## config.mk

```make
export PLATFORM = sky130hd
export DESIGN_NAME = eeac_top
export DESIGN_NICKNAME = d
export VERILOG_FILES = /design/src/rtl/eeac_pkg.sv /design/src/rtl/eeac_crc8.sv /design/src/rtl/eeac_top.sv
export SDC_FILE = /design/constraint.sdc
export NUM_CORES = 1
export LEC_CHECK = 0
export BUFFER_PORTS_ARGS = -buffer_cell sky130_fd_sc_hd__buf_2
export CAP_MARGIN = 0
export CORE_MARGIN = 2
export CORE_UTILIZATION = 45
export DETAILED_ROUTE_END_ITERATION = 8
export GPL_TIMING_DRIVEN = 0
export PLACE_DENSITY_LB_ADDON = 0.05
export SYNTH_ARGS = -nofsm -noshare
export SYNTH_HDL_FRONTEND = slang
export SYNTH_SLANG_ARGS = --single-unit
```

## constraint.sdc

```tcl
create_clock -name core_clk -period 2.3 [get_ports core_clk]
set_clock_uncertainty 0.1 [all_clocks]
set_input_delay 0.46 -clock core_clk [delete_from_list [all_inputs] [get_ports core_clk]]
set_output_delay 0.46 -clock core_clk [all_outputs]
set_load 0.03 [all_outputs]
```

## src/rtl/eeac_pkg.sv

```systemverilog
// Constants and carrier types for the EEPROM control and access block
package eeac_pkg;
  // ************************************************************
  // Register offsets
  // ************************************************************
  localparam logic [7:0] OFS_CYCLE_CNT = 8'h88;
  localparam logic [7:0] OFS_MEM_CTRL  = 8'h89;
  localparam logic [7:0] OFS_LIVE_CRC  = 8'h8A;
  localparam logic [7:0] OFS_PTR_HIGH  = 8'h8B;
  localparam logic [7:0] OFS_PTR_LOW   = 8'h8C;
  localparam logic [7:0] OFS_EE_PORT   = 8'h8D;
  localparam logic [7:0] OFS_UNLOCK    = 8'h90;
  localparam logic [7:0] OFS_PAGE_SEL  = 8'h91;

  // ************************************************************
  // Control register fields and reset values
  // ************************************************************
  localparam int BIT_COPY     = 6;
  localparam int BIT_CRC_ERR  = 5;
  localparam int BIT_AUTO_CRC = 4;
  localparam int BIT_LOAD     = 3;
  localparam int BIT_BUSY     = 2;
  localparam int BIT_PROG     = 0;
  localparam logic       RST_AUTO_CRC = 1'b1;
  localparam logic [7:0] RST_BYTE     = 8'h00;
  localparam logic [7:0] UNLOCK_KEY   = 8'hEA;
  localparam logic [7:0] CNT_MAX      = 8'hFF;

  // ************************************************************
  // EEPROM layout and CRC
  // ************************************************************
  localparam logic [8:0] EE_LAST_BYTE = 9'h0FF;
  localparam logic [8:0] EE_CRC_BYTE  = 9'h004;
  localparam logic [8:0] EE_CNT_BYTE  = 9'h005;
  localparam logic [7:0] CRC_POLY     = 8'h07;
  localparam logic [7:0] CRC_INIT     = 8'h00;

  // ************************************************************
  // Timing
  // ************************************************************
  localparam int CLK_HZ       = 50_000_000;
  localparam int PROG_TIME_MS = 230;
  localparam int PROG_CYCLES  = PROG_TIME_MS * (CLK_HZ / 1000);

  // ************************************************************
  // Carriers
  // ************************************************************
  typedef struct packed {
    logic       wr;
    logic       rd;
    logic [7:0] addr;
    logic [7:0] wdata;
  } eeac_req_t;

  typedef struct packed {
    logic       ren;
    logic [8:0] addr;
  } eeac_ee_rd_t;

  typedef enum logic [5:0] {
    S_IDLE  = 6'b000001,
    S_LOAD  = 6'b000010,
    S_LDEND = 6'b000100,
    S_PROG  = 6'b001000,
    S_CNT   = 6'b010000,
    S_COPY  = 6'b100000
  } eeac_state_t;
endpackage

```

## src/rtl/eeac_crc8.sv

```systemverilog
// One byte step of the EEPROM CRC
`timescale 1ns/1ns
`default_nettype none
module eeac_crc8
  import eeac_pkg::*;
(
  input  wire logic [7:0] crc_in,
  input  wire logic [7:0] data_in,
  output logic      [7:0] crc_out
);
  logic [7:0] c [0:8];
  assign c[0] = crc_in ^ data_in;
  // ************************************************************
  // Bitwise MSB-first division, one stage per bit
  // ************************************************************
  genvar g;
  generate
    for (g = 0; g < 8; g++) begin : g_bit
      assign c[g+1] = c[g][7] ? ({c[g][6:0], 1'b0} ^ CRC_POLY) : {c[g][6:0], 1'b0};
    end
  endgenerate
  assign crc_out = c[8];
endmodule
`default_nettype wire

```

## src/rtl/eeac_top.sv

```systemverilog
// EEPROM control, status and indirect read access
//
// Notes on behaviour
// - Cycle counter adds one per program cycle, holding at 255.
// - Counter reloads from EEPROM after reset, load and program cycle.
// - Copy bit starts registers-to-SRAM copy of selected page; clears when done.
// - CRC mismatch during load sets the read-only CRC error flag.
// - Auto-CRC enable (reset 1) makes programming write the CRC byte.
// - EEPROM loads into registers after reset and on load bit; bit self-clears.
// - Register reads are not served while a load runs.
// - Load starts only while the always-on clock runs; keep-clock control exported.
// - Busy flag is 1 through a program cycle; EEPROM access blocked meanwhile.
// - Program bit starts a cycle only after key in preceding transaction.
// - A program cycle lasts about 230 ms.
// - Live CRC register shows the CRC computed while reading EEPROM.
// - Pointer is 12 bits: high nibble, then low byte, both reset zero.
// - EEPROM uses pointer bits 8..0; ROM uses all twelve bits.
// - First port read returns byte at pointer; later reads advance.
// - After first port access the register address holds until transaction end.
`timescale 1ns/1ns
`default_nettype none
module eeac_top
  import eeac_pkg::*;
#(
  parameter int PROG_WAIT = PROG_CYCLES
)(
  input  wire logic        core_clk,
  input  wire logic        srst,
  input  wire eeac_req_t   req,
  input  wire logic        txn_end,
  output logic             req_ready,
  output logic             rvalid,
  output logic [7:0]       rdata,
  output logic             addr_lock,
  output eeac_ee_rd_t      ee_rd,
  input  wire logic [7:0]  ee_rdata,
  output logic             ee_prog_start,
  output logic             ee_prog_auto_crc,
  output logic [7:0]       ee_prog_count,
  output logic             cfg_we,
  output logic [8:0]       cfg_idx,
  output logic [7:0]       cfg_data,
  output logic             copy_start,
  output logic [3:0]       copy_page,
  input  wire logic        copy_done,
  input  wire logic        aon_clk_running,
  input  wire logic        keep_aux_clock_after_lock_in,
  output logic             keep_aux_clock_after_lock,
  output logic [11:0]      memory_pointer
);
  // ************************************************************
  // State
  // ************************************************************
  eeac_state_t state_q;
  logic [7:0]  cnt_q, crc_q, stored_crc_q, unlock_q, ptr_lo_q, rdata_q;
  logic [3:0]  ptr_hi_q, page_q;
  logic        auto_crc_q, crc_err_q, load_pend_q, copy_pend_q;
  logic        armed_q, txn_key_q, lock_q, first_q;
  logic [8:0]  ee_cur_q, ld_idx_q, ld_didx_q;
  logic        ld_vld_q, rd_p1_q, rvalid_q;
  logic [7:0]  rd_addr_p1_q;
  logic [23:0] timer_q;
  logic [7:0]  crc_nxt, cnt_inc;
  logic        rd_go, wr_go, port_rd, prog_req;

  assign req_ready = (state_q != S_LOAD) && (state_q != S_LDEND);
  assign rd_go     = req.rd && req_ready;
  assign wr_go     = req.wr;
  assign port_rd   = rd_go && (req.addr == OFS_EE_PORT) && (state_q != S_PROG);
  assign prog_req  = wr_go && (req.addr == OFS_MEM_CTRL) && req.wdata[BIT_PROG];
  assign cnt_inc   = (cnt_q == CNT_MAX) ? CNT_MAX : cnt_q + 8'h01;
  assign memory_pointer = {ptr_hi_q, ptr_lo_q};
  assign keep_aux_clock_after_lock = keep_aux_clock_after_lock_in;

  eeac_crc8 u_crc (
    .crc_in  (crc_q),
    .data_in (ee_rdata),
    .crc_out (crc_nxt)
  );

  // ************************************************************
  // Sequencer: load, program, counter reload, copy
  // ************************************************************
  always_ff @(posedge core_clk) begin
    if (srst) begin
      state_q <= S_IDLE;
      ld_idx_q <= 9'h000;
      timer_q <= 24'h000000;
    end else begin
      unique case (state_q)
        S_IDLE: begin
          ld_idx_q <= 9'h000;
          timer_q <= 24'h000000;
          if (prog_req && armed_q) state_q <= S_PROG;
          else if (load_pend_q && aon_clk_running) state_q <= S_LOAD;
          else if (copy_pend_q) state_q <= S_COPY;
        end
        S_LOAD: begin
          ld_idx_q <= ld_idx_q + 9'h001;
          if (ld_idx_q == EE_LAST_BYTE) state_q <= S_LDEND;
        end
        S_LDEND: state_q <= S_IDLE;
        S_PROG: begin
          timer_q <= timer_q + 24'h000001;
          if (timer_q == 24'(PROG_WAIT - 1)) state_q <= S_CNT;
        end
        S_CNT: state_q <= S_IDLE;
        S_COPY: if (copy_done) state_q <= S_IDLE;
      endcase
    end
  end

  // ************************************************************
  // EEPROM read requests and returning data
  // ************************************************************
  always_comb begin
    ee_rd.ren  = 1'b0;
    ee_rd.addr = 9'h000;
    if (state_q == S_LOAD) begin
      ee_rd.ren  = 1'b1;
      ee_rd.addr = ld_idx_q;
    end else if (state_q == S_CNT) begin
      ee_rd.ren  = 1'b1;
      ee_rd.addr = EE_CNT_BYTE;
    end else if (port_rd) begin
      ee_rd.ren  = 1'b1;
      ee_rd.addr = first_q ? {ptr_hi_q[0], ptr_lo_q} : ee_cur_q + 9'h001;
    end
  end

  always_ff @(posedge core_clk) begin
    if (srst) begin
      ld_vld_q <= 1'b0;
      ld_didx_q <= 9'h000;
      ee_cur_q <= 9'h000;
    end else begin
      ld_vld_q <= (state_q == S_LOAD) || (state_q == S_CNT);
      ld_didx_q <= ee_rd.addr;
      if (port_rd) ee_cur_q <= ee_rd.addr;
    end
  end

  // Config register writes follow the load walk
  always_ff @(posedge core_clk) begin
    if (srst) begin
      cfg_we <= 1'b0;
      cfg_idx <= 9'h000;
      cfg_data <= RST_BYTE;
    end else begin
      cfg_we <= ld_vld_q && (state_q != S_IDLE);
      cfg_idx <= ld_didx_q;
      cfg_data <= ee_rdata;
    end
  end

  // ************************************************************
  // Counter, CRC and error
  // ************************************************************
  always_ff @(posedge core_clk) begin
    if (srst) begin
      cnt_q <= RST_BYTE;
    end else if (ld_vld_q && (ld_didx_q == EE_CNT_BYTE)) begin
      cnt_q <= ee_rdata;
    end
  end

  // Stored CRC byte is left out of its own check
  always_ff @(posedge core_clk) begin
    if (srst) begin
      crc_q <= CRC_INIT;
      stored_crc_q <= RST_BYTE;
    end else if (state_q == S_IDLE && load_pend_q && aon_clk_running) begin
      crc_q <= CRC_INIT;
    end else if (ld_vld_q && state_q != S_IDLE && state_q != S_CNT) begin
      if (ld_didx_q == EE_CRC_BYTE) stored_crc_q <= ee_rdata;
      else crc_q <= crc_nxt;
    end
  end

  logic [7:0] live_crc_q;
  always_ff @(posedge core_clk) begin
    if (srst) begin
      live_crc_q <= RST_BYTE;
      crc_err_q <= 1'b0;
    end else if (state_q == S_LDEND) begin
      live_crc_q <= crc_nxt;
      crc_err_q <= (crc_nxt != stored_crc_q);
    end
  end

  // ************************************************************
  // Program request, unlock tracking
  // ************************************************************
  // Key counts if the last write before transaction end carried it, or a write in the end cycle does
  always_ff @(posedge core_clk) begin
    if (srst) begin
      txn_key_q <= 1'b0;
      armed_q <= 1'b0;
    end else begin
      if (txn_end) begin
        armed_q <= txn_key_q || (wr_go && req.addr == OFS_UNLOCK && req.wdata == UNLOCK_KEY);
        txn_key_q <= 1'b0;
      end else begin
        if (wr_go) txn_key_q <= (req.addr == OFS_UNLOCK) && (req.wdata == UNLOCK_KEY);
        if (prog_req) armed_q <= 1'b0;
      end
    end
  end

  always_ff @(posedge core_clk) begin
    if (srst) begin
      ee_prog_start <= 1'b0;
      ee_prog_count <= RST_BYTE;
    end else begin
      ee_prog_start <= (state_q == S_IDLE) && prog_req && armed_q;
      ee_prog_count <= cnt_inc;
    end
  end
  assign ee_prog_auto_crc = auto_crc_q;

  // ************************************************************
  // Software registers
  // ************************************************************
  always_ff @(posedge core_clk) begin
    if (srst) begin
      ptr_hi_q <= 4'h0;
      ptr_lo_q <= RST_BYTE;
      unlock_q <= RST_BYTE;
      page_q <= 4'h0;
      auto_crc_q <= RST_AUTO_CRC;
    end else if (wr_go) begin
      if (req.addr == OFS_PTR_HIGH) ptr_hi_q <= req.wdata[3:0];
      if (req.addr == OFS_PTR_LOW) ptr_lo_q <= req.wdata;
      if (req.addr == OFS_UNLOCK) unlock_q <= req.wdata;
      if (req.addr == OFS_PAGE_SEL) page_q <= req.wdata[3:0];
      if (req.addr == OFS_MEM_CTRL) auto_crc_q <= req.wdata[BIT_AUTO_CRC];
    end
  end

  // Pending bits: a new request wins over the clear in the same cycle
  always_ff @(posedge core_clk) begin
    if (srst) begin
      load_pend_q <= 1'b1;
      copy_pend_q <= 1'b0;
    end else begin
      if (wr_go && req.addr == OFS_MEM_CTRL && req.wdata[BIT_LOAD]) load_pend_q <= 1'b1;
      else if (state_q == S_LDEND) load_pend_q <= 1'b0;
      if (wr_go && req.addr == OFS_MEM_CTRL && req.wdata[BIT_COPY]) copy_pend_q <= 1'b1;
      else if (state_q == S_COPY && copy_done) copy_pend_q <= 1'b0;
    end
  end

  always_ff @(posedge core_clk) begin
    if (srst) begin
      copy_start <= 1'b0;
      copy_page <= 4'h0;
    end else begin
      copy_start <= (state_q == S_IDLE) && copy_pend_q && !(prog_req && armed_q)
                    && !(load_pend_q && aon_clk_running);
      copy_page <= page_q;
    end
  end

  // ************************************************************
  // Port address lock and read answers
  // ************************************************************
  always_ff @(posedge core_clk) begin
    if (srst) begin
      lock_q <= 1'b0;
      first_q <= 1'b1;
    end else if (txn_end) begin
      lock_q <= 1'b0;
      first_q <= 1'b1;
    end else if (rd_go && req.addr == OFS_EE_PORT) begin
      lock_q <= 1'b1;
      if (port_rd) first_q <= 1'b0;
    end
  end
  assign addr_lock = lock_q;

  always_ff @(posedge core_clk) begin
    if (srst) begin
      rd_p1_q <= 1'b0;
      rd_addr_p1_q <= RST_BYTE;
      rvalid_q <= 1'b0;
      rdata_q <= RST_BYTE;
    end else begin
      rd_p1_q <= rd_go;
      rd_addr_p1_q <= req.addr;
      rvalid_q <= rd_p1_q;
      unique case (rd_addr_p1_q)
        OFS_CYCLE_CNT: rdata_q <= cnt_q;
        OFS_MEM_CTRL:  rdata_q <= {1'b0, copy_pend_q, crc_err_q, auto_crc_q,
                                   load_pend_q, (state_q == S_PROG), 2'b00};
        OFS_LIVE_CRC:  rdata_q <= live_crc_q;
        OFS_PTR_HIGH:  rdata_q <= {4'h0, ptr_hi_q};
        OFS_PTR_LOW:   rdata_q <= ptr_lo_q;
        OFS_EE_PORT:   rdata_q <= (state_q == S_PROG) ? RST_BYTE : ee_rdata;
        OFS_UNLOCK:    rdata_q <= unlock_q;
        OFS_PAGE_SEL:  rdata_q <= {4'h0, page_q};
        default:       rdata_q <= RST_BYTE;
      endcase
    end
  end
  assign rvalid = rvalid_q;
  assign rdata  = rdata_q;
endmodule
`default_nettype wire

```

==> flow_summary.yaml <==
floorplan:
  die_h_um: 134
  pin_count: 99
  die_x_um: 134
  core_um2: 16600
  row_count: 47
  dieArea_um2: 18000
  initial_utilization_pct: 46.0
timing:
  hold_viol_final: 0
  setup_viol: 16
  fin_ws_ns: -0.519
  slew_viol_final: 0
  min_period_ns: 2.82
  slew_headroom_pct: 52.5
  worst_pin_slew_ns: 0.713
  tns_ns: -5.00
  max_freq_mhz: 355
  period_share_pct: 123
  rsz0062_at_grt: "yes"
routing:
  wire_per_inst_um: 18.0
  num_vias: 6772
  drtIter0Drc: 579
  wl_um: 22100
  vias_per_cell: 5.50
  ant_nets: 0
  dr.pass1.iters: 5
  drc: 0
cells_and_area:
  finalNetCount: 1035
  multi_input_area_um2: 4270
  fill_cells: 1618
  seq_area_um2: 3460
  layout-drive-gt1-share_pct: 23.7
  area_growth_pct: 25.2
  utilization_pct: 57.6
clock_network:
  clock_path_buffers: 2
  cts_sinks: 172
  htree_levels: 4
  clk_pin_slew_worst_paths_ns: 0.07
  cts-root-buf: "clkbuf_16"
  clock_latency_ns: 0.43
  cts_tree: "built"
  cts-hold-fix-buffers: 0
  numCtsBuffers: 17
synth:
  syn-mean-instance-area_um2: 8.83
  ys.flop_type: "dfxtp_1"
  yosys_warnings: 0
  yosysTopAreaCell: "dfxtp_1"
  synth_edf_count: 0
  ys_ff_latch: 172
  async_flop_share_pct: 0
  netlist_instances: 864
  ys_types: 65
  synth_nets: 901
  synthTopCellsByArea: "dfxtp_1 (45%), mux2i_1 (5.9%), nor2_1 (5.4%), a21oi_1 (4.1%), nand2_1 (3.8%)"
  seq_area_frac_synth_pct: 45.1
  synth_top_area_share_pct: 45.1
  syn_area_um2: 7630
pwr:
  p_per_area_nw_per_um2: 683
  p_leak_uw: 0.00374
  power_uw: 6530
  ir_drop_v: 0.000584
place:
  gp_congestion: 0.889
  port_buffers: 95
  dp_hpwl_um: 16000
  place_ws_ns: -0.614
global_routing:
  grt_pass1_wl_um: 34300
  grt_max_degree: 17
  antenna_found_initial: 1
  grt_overflow: 0
  grt_pass1_vias: 6266
  grt_usage_pct: 24.6
critical_path:
  worstPathArrival_ns: 2.26
  endpoint_kind: "primary output"
  cp_max_fo: 6
  cp_data_required_time_ns: 1.74
  cp-start-kind: "flip-flop"
  criticalPathCategory: "flip-flop to primary output"
hold_path:
  min_path_type: "primary input to flip-flop"
job:
  max_cap_violations: 0
status:
  violations: "setup timing"
  outcome: "finished with violations"
-- Yosys cell counts (3+ instances only) --
cell type,number
nor3_1,30
nand2b_1,7
mux2i_1,45
nor2_1,110
nand4_1,13
buf_1,4
nand2_1,77
a21o_1,6
nor4b_1,4
nand3b_1,7
inv_1,7
a221oi_1,3
ha_1,5
a22oi_1,7
or2_2,5
dfxtp_1,172
nor3b_1,9
a22o_1,3
a211oi_1,5
and3_1,14
or4_1,3
a311oi_1,3
xnor2_1,33
clkbuf_1,37
nand4b_1,5
mux2_2,4
a32oi_1,4
o21ai_0,18
o211ai_1,7
and4_1,4
xor2_1,17
a31oi_1,7
nand3_1,32
nor2b_1,42
nor4_1,3
and2_1,5
a21oi_1,62
or3_1,5
o21bai_1,4
nor4bb_1,3
-- layer usage --
layer | vias up | GRT usage, % | wire, µm
met2 | 179 | 40.9 | 10400
met1 | 3233 | 32.6 | 10500
met4 | 0 | 8.36 | 479
met3 | 43 | 4.01 | 780
met5 | - | 0 | 0
li1 | 3317 | - | -
-- logic make-up (layout without fill, tap and decap cells) --
group	Yosys count	in the layout	synth area share, %
flops	172	172	45.1
simple gates	389	389	26.5
xor+xnor	50	50	5.74
other cells	0	1	0
mux	52	52	7.08
compound gates	144	144	11.9
fa+ha+maj	5	5	0.820
buf+inv	52	199	2.82
-- per-stage QoR --
| step | hold slack [ns] | std cells | area [µm²] |
|---|---|---|---|
| after global routing | 0.159 | 1231 | 9550 |
| after detailed placement | 0.344 | 1179 | 8420 |
| after global placement | 0.337 | 1179 | 8420 |
| after floorplan | 0.314 | 864 | 7670 |
| after CTS | 0.148 | 1225 | 9320 |
| final | 0.157 | 1232 | 9560 |
-- worst paths after layout --
path / startpoint / endpoint / slack, ns / cells after the start
hold / removal: req[15] / rd_addr_p1_q[7] / 0.16 / 2
hold reg to reg: unlock_q[1] / unlock_q[1] / 0.35 / 2
setup reg to reg: state_q[2] / timer_q[20] / -0.10 / 7
setup / recovery: state_q[3] / ee_rd[8] / -0.52 / 6
-- flip-flops by register name, indices dropped and copies added (netlist names), 4 cells and up --
name	count
stored_crc_q	8
live_crc_q	8
rdata	8
copy_page	4
state_q	6
rd_addr_p1_q	8
ptr_lo_q	8
page_q	4
timer_q	24
ee_prog_count	8
cnt_q	8
ptr_hi_q	4
cfg_idx	9
cfg_data	8
unlock_q	8
ld_idx_q	9
crc_q	8
ee_cur_q	9
ld_didx_q	9
-- placed cells by master, fill, tap and decap left out, drive strengths merged, types with 4 or more instances in the layout --
cell type | netlist | routed
o21ai | 19 | 19
nand3 | 32 | 32
or4 | 4 | 4
dfxtp | 172 | 172
nor3 | 31 | 31
o211ai | 7 | 7
clkinv | 0 | 5
nand2 | 77 | 77
mux2i | 45 | 45
xor2 | 17 | 17
nor2 | 110 | 110
nand2b | 7 | 7
and4 | 4 | 4
nand3b | 7 | 7
a32oi | 4 | 4
and2 | 5 | 5
nor4 | 5 | 5
nor2b | 42 | 42
or3 | 5 | 5
a21oi | 62 | 62
and3 | 14 | 14
or2 | 7 | 7
a31oi | 7 | 7
a21o | 6 | 6
buf | 8 | 129
inv | 7 | 11
o21bai | 4 | 4
nor4b | 5 | 5
nand4b | 5 | 5
mux2 | 6 | 6
nand4 | 13 | 13
a211oi | 5 | 5
xnor2 | 33 | 33
a22oi | 7 | 7
ha | 5 | 5
nor3b | 11 | 11
clkbuf | 37 | 49
-- where the power goes --
| part | leakage [µW] | switching (µW) | internal (µW) |
|---|---|---|---|
| logic | 0.00206 | 383 | 218 |
| registers | 0.00139 | 30.4 | 3010 |
| clock network | 0.000279 | 1270 | 1620 |
| total | 0.00374 | 1680 | 4850 |
-- what timing repair did --
action / CTS / global route
gates resized for setup: 57 / 54
pin swaps: 10 / 21
setup endpoints to repair: 68 / 70
buffers inserted: 18 / 10
gates cloned: 0 / 0
-- cell type report --
type                            instances  area share (%)
Clock buffer                           18            4.49
Buffer                                 38            1.91
Antenna cell                            1          0.0262
Tap cell                              220            2.88
Sequential cell                       172            36.2
Multi-Input combinational cell        640            44.7
Clock inverter                         14            1.68
Inverter                                7           0.275
Timing Repair Buffer                  122            7.87
-- worst max-delay path, cell delays in order (launching register included) --
cell,delay (ns)
dfxtp_4,0.38
or4_4,0.59
o21ai_4,0.24
nor3b_4,0.09
o211a_1,0.16
a21o_2,0.23
buf_6,0.14
Note: power is estimated with default switching activity, not from simulation.
